File: src/verilog/clk_src_pkg.sv
/*
  Constants for the bus clock source and system bus clock ratio block.
  Assumes a single 40 MHz system clock; clock pins are sampled as levels.
*/
`default_nettype none

package clk_src_pkg;

  // ==========================================================
  // widths and counts
  localparam int unsigned MULT_W      = 4;
  localparam int unsigned RATIO_W     = 5;
  localparam int unsigned BUS_CLK_NUM = 8;

  // ==========================================================
  // ratio mapping limits
  localparam logic [MULT_W-1:0]  LOW_CODE_MIN  = 4'h6;
  localparam logic [MULT_W-1:0]  LOW_CODE_WRAP = 4'h0;
  localparam logic [RATIO_W-1:0] LOW_WRAP_RATIO = 5'h10;
  localparam logic [MULT_W-1:0]  HIGH_CODE_MIN = 4'h2;
  localparam logic [MULT_W-1:0]  HIGH_CODE_MAX = 4'h8;

  // ==========================================================
  // reset values
  localparam logic [RATIO_W-1:0] RATIO_RST = 5'h00;

endpackage

`default_nettype wire
File: src/verilog/bus_clock_source_and_csb_ratio.sv
/*
  Clock source selection, bus clock output multiplexers and system bus
  clock ratio decode. Assumes clock pins arrive as levels synchronous to
  clk and are much slower than clk; straps are valid while rst_n is low.
*/
`timescale 1ns/100ps
`default_nettype none

module bus_clock_source_and_csb_ratio
  import clk_src_pkg::*;
#(
  parameter int unsigned N = BUS_CLK_NUM
)
(
  input  wire logic               clk,
  input  wire logic               rst_n,
  input  wire logic               host_primary_clock_in,
  input  wire logic               agent_bus_clock_in,
  input  wire logic               host_mode_strap,
  input  wire logic               input_divide_strap,
  input  wire logic [MULT_W-1:0]  system_pll_multiplier_field,
  input  wire logic [N-1:0]       bus_clock_out_divide_sel,
  output logic                    primary_ref_out,
  output logic                    sync_clock_out,
  output logic                    sync_clock_out_en,
  output logic [N-1:0]            bus_clock_out,
  output logic [RATIO_W-1:0]      csb_ratio,
  output logic                    ratio_reserved
);

  // ==========================================================
  // state
  typedef struct packed {
    logic               host_prev;
    logic               half;
    logic               host_mode;
    logic               div_strap;
    logic [MULT_W-1:0]  mult;
    logic               ref_out;
    logic               sync_out;
    logic               sync_en;
    logic [N-1:0]       bus_out;
    logic [RATIO_W-1:0] ratio;
    logic               reserved;
  } state_type;

  state_type st_r;
  state_type st_nxt;

  // ==========================================================
  // ratio decode of captured straps
  function automatic logic [RATIO_W:0] decode_ratio(
    input logic              strap,
    input logic [MULT_W-1:0] code
  );
    logic [RATIO_W:0] res;
    res = {1'b1, RATIO_RST};
    if (!strap)
    begin
      if (code >= LOW_CODE_MIN)
        res = {1'b0, 1'b0, code};
      else if (code == LOW_CODE_WRAP)
        res = {1'b0, LOW_WRAP_RATIO};
    end
    else if (code >= HIGH_CODE_MIN && code <= HIGH_CODE_MAX)
      res = {1'b0, code, 1'b0};
    return res;                                       // else
  endfunction

  // ==========================================================
  // next state
  always_comb
  begin
    logic [RATIO_W:0] dec;
    logic             host_ref;
    dec      = '0;
    host_ref = 1'b0;
    st_nxt   = st_r;
    if (!rst_n)
    begin
      // straps caught while reset is held
      st_nxt.host_mode = host_mode_strap;
      st_nxt.div_strap = input_divide_strap;
      st_nxt.mult      = system_pll_multiplier_field;
      // edge detector follows the pin in reset, so a pin that is
      // already high at release is not taken as a rising edge
      st_nxt.host_prev = host_mode_strap & host_primary_clock_in;
      st_nxt.half      = 1'b0;
      st_nxt.ref_out   = 1'b0;
      st_nxt.bus_out   = '0;
      st_nxt.ratio     = RATIO_RST;
      st_nxt.reserved  = 1'b0;
      st_nxt.sync_en   = 1'b1;
      st_nxt.sync_out  = host_primary_clock_in;
    end
    else
    begin
      host_ref = st_r.host_mode & host_primary_clock_in;
      st_nxt.host_prev = host_ref;
      // halver toggles on each sampled rising edge of the host clock
      if (host_ref && !st_r.host_prev)
        st_nxt.half = ~st_r.half;
      st_nxt.ref_out = st_r.host_mode ? host_primary_clock_in
                                      : agent_bus_clock_in;
      st_nxt.sync_out = st_r.div_strap ? st_nxt.half : host_ref;
      st_nxt.sync_en  = 1'b1;
      for (int i = 0; i < N; i++)
        st_nxt.bus_out[i] = bus_clock_out_divide_sel[i] ? st_nxt.half
                                                        : host_ref;
      dec = decode_ratio(st_r.div_strap, st_r.mult);
      st_nxt.ratio    = dec[RATIO_W-1:0];
      st_nxt.reserved = dec[RATIO_W];
    end
  end

  // ==========================================================
  // state register
  always_ff @(posedge clk)
  begin
    st_r <= st_nxt;
  end

  // outputs straight from the state register
  assign primary_ref_out   = st_r.ref_out;
  assign sync_clock_out    = st_r.sync_out;
  assign sync_clock_out_en = st_r.sync_en;
  assign bus_clock_out     = st_r.bus_out;
  assign csb_ratio         = st_r.ratio;
  assign ratio_reserved    = st_r.reserved;

  // every bus clock output follows its own select bit
  for (genvar g = 0; g < N; g++)
  begin : g_bus_chk

  end
endmodule

`default_nettype wire

File: config.mk
export PLATFORM = sky130hd
export DESIGN_NAME = bus_clock_source_and_csb_ratio
export DESIGN_NICKNAME = d
export VERILOG_FILES = /design/src/verilog/clk_src_pkg.sv /design/src/verilog/bus_clock_source_and_csb_ratio.sv
export SDC_FILE = /design/constraint.sdc
export NUM_CORES = 1
export LEC_CHECK = 0
export BUFFER_PORTS_ARGS = -buffer_cell sky130_fd_sc_hd__buf_2
export CORE_UTILIZATION = 25
export DETAILED_ROUTE_END_ITERATION = 8
export PLACE_DENSITY = 0.55
export SKIP_LAST_GASP = 1
export SLEW_MARGIN = 20
export SYNTH_ARGS = -nofsm -noshare
export SYNTH_HDL_FRONTEND = slang
export SYNTH_SLANG_ARGS = --single-unit
File: constraint.sdc
create_clock -name clk -period 1.26 [get_ports clk]
set_clock_uncertainty 0.1 [all_clocks]
set_input_delay 0.063 -clock clk [delete_from_list [all_inputs] [get_ports clk]]
set_output_delay 0.063 -clock clk [all_outputs]
set_load 0.01 [all_outputs]
# Word-level counts from Yosys, hierarchy flattened

Cells that the tools add are included.

$lt $le $gt $ge: 3
Mux-type cells: 17
Bitwise gates (word level): 3
Reductions and logical operators: 4

Operator list:

| kind                 | count |
|---|---|
| $mux W6              | 4 |
| $mux W16             | 1 |
| $mux W1              | 11 |
| $ge A4 B2 Y1 const B | 1 |
| $ge A4 B3 Y1 const B | 1 |
| $le A4 B4 Y1 const B | 1 |
| $logic_not A4 Y1     | 1 |
| $and A1 B1 Y1        | 2 |
| $logic_and A1 B1 Y1  | 2 |
| $mux W2              | 1 |
| $logic_not A1 Y1     | 1 |
| $not A1 Y1           | 1 |

Flip-flop bits (word level): 25
Logic and storage cells: 38

# Longest topological paths before layout

Gate-level depths: netlist of run 1.

Depth after elaboration: 5
Depth in mapped cells: 4
Depth with buffers taken out: 3

# Worst setup path after synthesis of run 1

OpenSTA, ideal clock, no wires.

Kind: register to register
From: register st_r[19] (netlist bit)
To: register st_r, in the netlist ratio_reserved
Setup time: 0.129 ns
Arrival: 1.032 ns
Path slack: -0.001 ns
Cell stages (with the launch flop): 4
Clock period less this slack: 1.261 ns
Cell sequence: edfxtp_1 -> or3_4 -> o21ai_0 -> a211oi_1

Cells in the longest elaborated chain, start to end: 4

RTL lines:

| item                                           | line                                                                       | text |
|---|---|---|
| from (decl)                                    | bus_clock_source_and_csb_ratio.sv:47                                       | `state_type st_r;` |
| from (signal assigned)                         | bus_clock_source_and_csb_ratio.sv:120                                      | `st_r <= st_nxt;` |
| $ge A4 B2 Y1, or another cell as far along     | bus_clock_source_and_csb_ratio.sv:65                                       | `else if (code >= HIGH_CODE_MIN && code <= HIGH_CODE_MAX)` |
| $logic_and A1 B1 Y1 or $mux W6 (tied branches) | bus_clock_source_and_csb_ratio.sv:65, bus_clock_source_and_csb_ratio.sv:62 |  |
| $mux W6, on equally long branches              | bus_clock_source_and_csb_ratio.sv:65, bus_clock_source_and_csb_ratio.sv:60 |  |
| $mux W6 (*)                                    | bus_clock_source_and_csb_ratio.sv:58                                       | `if (!strap)` |

Every way passes the cells marked *; elsewhere a longest branch is shown, timed or not.
A chain may end at the register's enable or synchronous reset.

# Final worst setup path of run 1

From: register st_r[20] (netlist bit)
To: register st_r, in the netlist csb_ratio[1]

Cells in the longest elaborated chain, start to end: 4

RTL lines:

| item                                         | line |
|---|---|
| $ge A4 B2 Y1 or $le A4 B4 Y1 (tied branches) | bus_clock_source_and_csb_ratio.sv:65 |
| $logic_and A1 B1 Y1                          | bus_clock_source_and_csb_ratio.sv:65 |
| $mux W6                                      | bus_clock_source_and_csb_ratio.sv:65 |
| $mux W6 (*)                                  | bus_clock_source_and_csb_ratio.sv:58 |

Marks and branches as above.

==> results of run 1 <==
## logic make-up (layout without fill, tap and decap cells)
| group | Yosys count | count (layout) | share of synthesized area |
|---|---|---|---|
| AOI/OAI and AO/OA | 40 | 40 | 0.228 |
| xor gates and xnor gates | 1 | 1 | 0.00820 |
| buffers and inverters | 22 | 56 | 0.142 |
| DFF | 24 | 24 | 0.506 |
| muxes | 1 | 1 | 0.00937 |
| other | 1 | 1 | 0.00351 |
| and+or+nand+nor | 20 | 20 | 0.103 |
## sequential cells by signal (all words and copies together), names as in the netlist
name	count
bus_clock_out	8
csb_ratio	5
sync_clock_out	1
ratio_reserved	1
st_r	8
primary_ref_out	1
## cell usage in the layout (no fill, tap or decap), types with 2 or more instances in the layout
master	netlist	final
a31oi_1	2	2
nand2_1	6	6
nand2b_1	2	2
dfxtp_1	18	18
o2bb2ai_1	8	8
a211oi_1	2	2
inv_1	2	2
nor2b_1	3	3
o211ai_1	2	2
buf_4	15	6
clkbuf_8	0	3
nor2_1	2	2
o21ai_0	3	2
buf_2	3	33
edfxtp_1	6	6
dlygate4sd3_1	0	11
a21oi_1	22	22
## worst paths after layout
kind | to | slack (ns) | startpoint | cells after the start
setup / recovery | csb_ratio[1]$_SDFF_PN0_ | 0.05 | st_r[20]$_DFFE_PN_ | 3
hold / removal | bus_clock_out[0]$_SDFF_PN0_ | 0.009 | bus_clock_out_divide_sel[0] | 3
setup reg to reg | csb_ratio[1]$_SDFF_PN0_ | 0.05 | st_r[20]$_DFFE_PN_ | 3
hold reg to reg | csb_ratio[4]$_SDFF_PN0_ | 0.46 | st_r[19]$_DFFE_PN_ | 2
## cell type report
type                       instances  area (µm²)  area share
clock buffer                       3        41.3      0.0302
clock inverter                     1        3.75     0.00274
inverter                           2        7.51     0.00549
multi-input combinational         63         392       0.286
sequential                        24         541       0.395
tap                               50        62.6      0.0457
timing repair buffer              50         320       0.234
## critical path, stage by stage, from the launching register on
cell and delay [ns]:
edfxtp_1 0.50, nor2b_1 0.27, o211ai_1 0.13, a21oi_1 0.14
## what timing repair did
item / 4_1_cts / 5_1_grt
hold endpoints to repair: 12 / 0
hold buffers: 11 / 0
gates resized for setup: 0 / 4
setup endpoints to repair: 0 / 8
setup buffers: 0 / 1
## metrics by stage
stage          total power, mW  hold WS, ns  std cells  TNS [ns]
2_1_floorplan             1.09       0.0619        109         0
3_3_place_gp              1.14        0.140        177         0
3_5_place_dp              1.15        0.141        177         0
4_1_cts                   1.63      0.00152        192         0
5_1_grt                   1.70       0.0245        193   -0.0571
6_report                  1.62      0.00894        193         0
## per-layer routing
metal / share of wire / GRT usage / vias up / wire, µm
met1: 0.44 / 0.125 / 409 / 914
li1: - / - / 444 / -
met4: 0.026 / 0.0691 / 0 / 55
met5: 0 / 0 / - / 0
met2: 0.49 / 0.159 / 26 / 1020
met3: 0.052 / 0.0152 / 4 / 109
## report_power, final
| part | switching (mW) | total [mW] | internal [mW] |
|---|---|---|---|
| logic | 0.147 | 0.290 | 0.143 |
| clock network | 0.230 | 0.447 | 0.217 |
| registers | 0.0300 | 0.879 | 0.849 |
==> flow_metrics.py, run 1 <==
metrics = {
    "status": {
        "outcome": "finished, final reports clean",
    },
    "drt": {
        "drt_iter0_markers": 35,
        "drcViolationCount": 0,
        "first_pass_iters": 4,
        "routed_via_density": 4.58,
        "antenna_left": 0,
        "wl_per_cell_um": 10.9,
        "vias": 883,
        "wirelength_mm": 2.10,
    },
    "layout": {
        "final_util": 0.337,
        "design_area_mm2": 0.00137,
        "syn_to_final_growth_pct": 28.0,
        "fill_cells": 422,
        "drive_above_1_share": 0.329,
        "num_antenna_cells": 0,
        "layout.nets": 162,
    },
    "worst_hold_path": {
        "hold_class": "input pin to flop",
    },
    "logic_synthesis": {
        "yosysTopAreaCell": "dfxtp_1",
        "synthArstFlopShare": 0,
        "yosysTopAreaCellShare": 0.337,
        "ys.flop_type": "dfxtp_1",
        "synth_nets": 127,
        "yosysWarnings": 0,
        "avgSynthCellArea_um2": 9.80,
        "yosysMostFrequentCell": "a21oi_1",
        "ys_seq_elements": 24,
        "ys_top_cells_by_count": "22 x a21oi_1, 18 x dfxtp_1, 15 x buf_4",
        "netlist_area_mm2": 0.00107,
        "ys_seq_area_frac": 0.506,
        "synth_edf_count": 6,
        "netlist_instances": 109,
        "synthDistinctLibCells": 28,
        "ys_top_cells_by_area": "dfxtp_1 34%, edfxtp_1 17%, buf_4 11%, a21oi_1 10%, o2bb2ai_1 6.6%",
    },
    "cts": {
        "cts_buffer_depth": 2,
        "numCtsBuffers": 3,
        "cts_tree": "done",
        "htreeDepth": 1,
        "clk_pin_slew_worst_paths_ns": 0.08,
        "root_buffer": "clkbuf_8",
        "insertion_delay_ns": 0.26,
        "clock_sinks": 24,
    },
    "sta": {
        "fmax_mhz": 829,
        "fin_crit_sh": 0.957,
        "layout_setup_ws_ns": 0.0541,
        "setup_viol": 0,
        "hold_violations": 0,
        "finalMaxSlewViolations": 0,
        "post-route-min-period_ns": 1.21,
        "rsz0062_at_grt": "yes",
    },
    "global_route": {
        "grt-ovfl-total": 0,
        "grt_pass1_wl_mm": 3.36,
        "grt_pass1_vias": 791,
        "grt_max_degree": 18,
        "antenna_found_initial": 0,
        "track_usage": 0.101,
    },
    "critical_path": {
        "crit_arrival_ns": 1.30,
        "critPathRequiredTime_ns": 1.35,
        "cp_max_fo": 8,
        "path_class": "flop to flop",
        "start_kind": "flop",
        "cp-end-kind": "flop",
    },
    "place": {
        "dpl_cell_area_mm2": 0.00119,
        "hpwl_mm": 1.54,
        "pre_cts_ws_ns": 0.0612,
        "routabilityCongestion": 0.839,
        "port_buffers": 33,
    },
    "power": {
        "p_leak_nw": 0.590,
        "vdd_drop_max_mv": 0.367,
        "power-per-cell-area_mw_per_mm2": 1180,
    },
    "floorplanning": {
        "rows": 23,
        "die_x_um": 67.4,
        "io_pins": 35,
        "coreArea_mm2": 0.00406,
        "dieArea_mm2": 0.00454,
        "die_h_um": 67.4,
        "initial_core_util": 0.263,
    },
    "run": {
        "drv_cap": 0,
    },
}
Power figures use the tool's default switching activity.
==> run 2: changes to the inputs <==
Settings changed: CORE_ASPECT_RATIO set to 0.9.
==> flow_metrics.py, run 2 (synthesis results as in run 1) <==
metrics = {
    "power": {
        "seqPwrFrac": 0.535,
        "power_mw": 1.63,
        "pwr-share-comb": 0.187,
        "power-per-cell-area_mw_per_mm2": 1200,
        "p_sw_uw": 408,
        "p_sw_frac": 0.250,
        "p_leak_nw": 0.600,
        "p_int_mw": 1.22,
        "vdd_drop_max_mv": 0.340,
        "clockPowerShare": 0.277,
    },
    "sta": {
        "finalSetupTns_ns": 0,
        "holdWs_ns": 0.00296,
        "finalMaxSlewViolations": 0,
        "setup_viol": 0,
        "fmax_mhz": 836,
        "hold_violations": 0,
        "fin_crit_sh": 0.950,
        "rsz0062_at_grt": "yes",
        "post-route-min-period_ns": 1.20,
    },
    "drt": {
        "first_pass_iters": 6,
        "wirelength_mm": 2.20,
        "drt_iter0_markers": 71,
        "routed_via_density": 4.63,
        "vias": 884,
        "antenna_left": 0,
        "wl_per_cell_um": 11.5,
        "drcViolationCount": 0,
    },
    "floorplanning": {
        "initial_core_util": 0.262,
        "die_h_um": 64.0,
        "die_x_um": 70.9,
        "coreArea_mm2": 0.00407,
        "dieArea_mm2": 0.00454,
        "io_pins": 35,
        "rows": 22,
    },
    "cts": {
        "clock_sinks": 24,
        "cts_tree": "done",
        "clk_pin_slew_worst_paths_ns": 0.08,
        "insertion_delay_ns": 0.26,
        "cts_buffer_depth": 2,
        "numCtsBuffers": 3,
        "htreeDepth": 1,
        "root_buffer": "clkbuf_8",
    },
    "place": {
        "hpwl_mm": 1.59,
        "routabilityCongestion": 0.747,
        "port_buffers": 33,
    },
    "critical_path": {
        "cp_max_fo": 3,
        "crit_arrival_ns": 1.25,
        "critPathRequiredTime_ns": 1.31,
        "cp-end-kind": "flop",
        "path_class": "flop to flop",
        "start_kind": "flop",
    },
    "global_route": {
        "grt_max_degree": 18,
        "grt_pass1_wl_mm": 3.48,
        "antenna_found_initial": 0,
        "track_usage": 0.0982,
        "grt_pass1_vias": 833,
        "grt-ovfl-total": 0,
    },
    "worst_hold_path": {
        "hold_class": "input pin to flop",
    },
    "layout": {
        "layout.nets": 162,
        "num_antenna_cells": 0,
        "syn_to_final_growth_pct": 27.6,
        "drive_above_1_share": 0.336,
        "final_common_cell": "buf_2",
        "final_util": 0.335,
        "final_cell_mix": "33 x buf_2, 22 x a21oi_1, 18 x dfxtp_1",
    },
    "run": {
        "drv_cap": 0,
    },
    "status": {
        "outcome": "finished, final reports clean",
    },
}
==> run 2: per-stage QoR <==
step / cell area (µm²) / setup slack (ns) / instances
2_1_floorplan: 1070 / 0.0279 / 109
3_3_place_gp: 1190 / 0.0711 / 176
3_5_place_dp: 1190 / 0.00122 / 176
4_1_cts: 1330 / 0.0262 / 189
5_1_grt: 1360 / -0.0398 / 191
6_report: 1360 / 0.0631 / 191
==> run 2: final cells by class <==
| cell class | count | area (µm²) |
|---|---|---|
| Clock buffer | 4 | 45.0 |
| Fill cell | 454 | 2710 |
| Timing Repair Buffer | 50 | 320 |
| Sequential cell | 24 | 541 |
| Multi-Input combinational cell | 63 | 390 |
| Tap cell | 48 | 60.1 |
| Inverter | 2 | 7.51 |
==> run 2: power groups by stage <==
stage          Sequential (mW)  Combinational (mW)  Clock [mW]
2_1_floorplan            0.900               0.189           0
3_3_place_gp             0.893               0.252           0
3_5_place_dp             0.896               0.263           0
4_1_cts                  0.878               0.284       0.470
5_1_grt                  0.880               0.336       0.505
6_report                 0.872               0.306       0.452
==> run 2: worst paths after layout <==
path / start / to / slack, ns / cells after the start
worst max-delay path: st_r[19]$_DFFE_PN_ / ratio_reserved$_SDFF_PN0_ / 0.06 / 3
worst min-delay path: bus_clock_out_divide_sel[3] / bus_clock_out[3]$_SDFF_PN0_ / 0.003 / 3
worst max register to register: st_r[19]$_DFFE_PN_ / ratio_reserved$_SDFF_PN0_ / 0.06 / 3
worst min register to register: st_r[18]$_DFFE_PN_ / csb_ratio[4]$_SDFF_PN0_ / 0.46 / 2
==> run 2: timing repair <==
action / CTS / global route
resized for setup: 1 / 4
buffers inserted: 0 / 2
hold buffers: 9 / 0
hold endpoints to repair: 10 / 0
setup endpoints to repair: 2 / 11
==> run 2: routing by layer <==
metal,vias to the layer above,wire (µm),GRT usage
met5,-,0,0
met4,0,44,0.0625
met3,4,83,0.0158
met2,21,1100,0.166
met1,417,972,0.116
li1,442,-,-
==> run 2: critical path: stages, from the launching register on <==
cell and delay [ns]:
edfxtp_1 0.39, or3_4 0.41, o21ai_1 0.15, a211oi_2 0.05
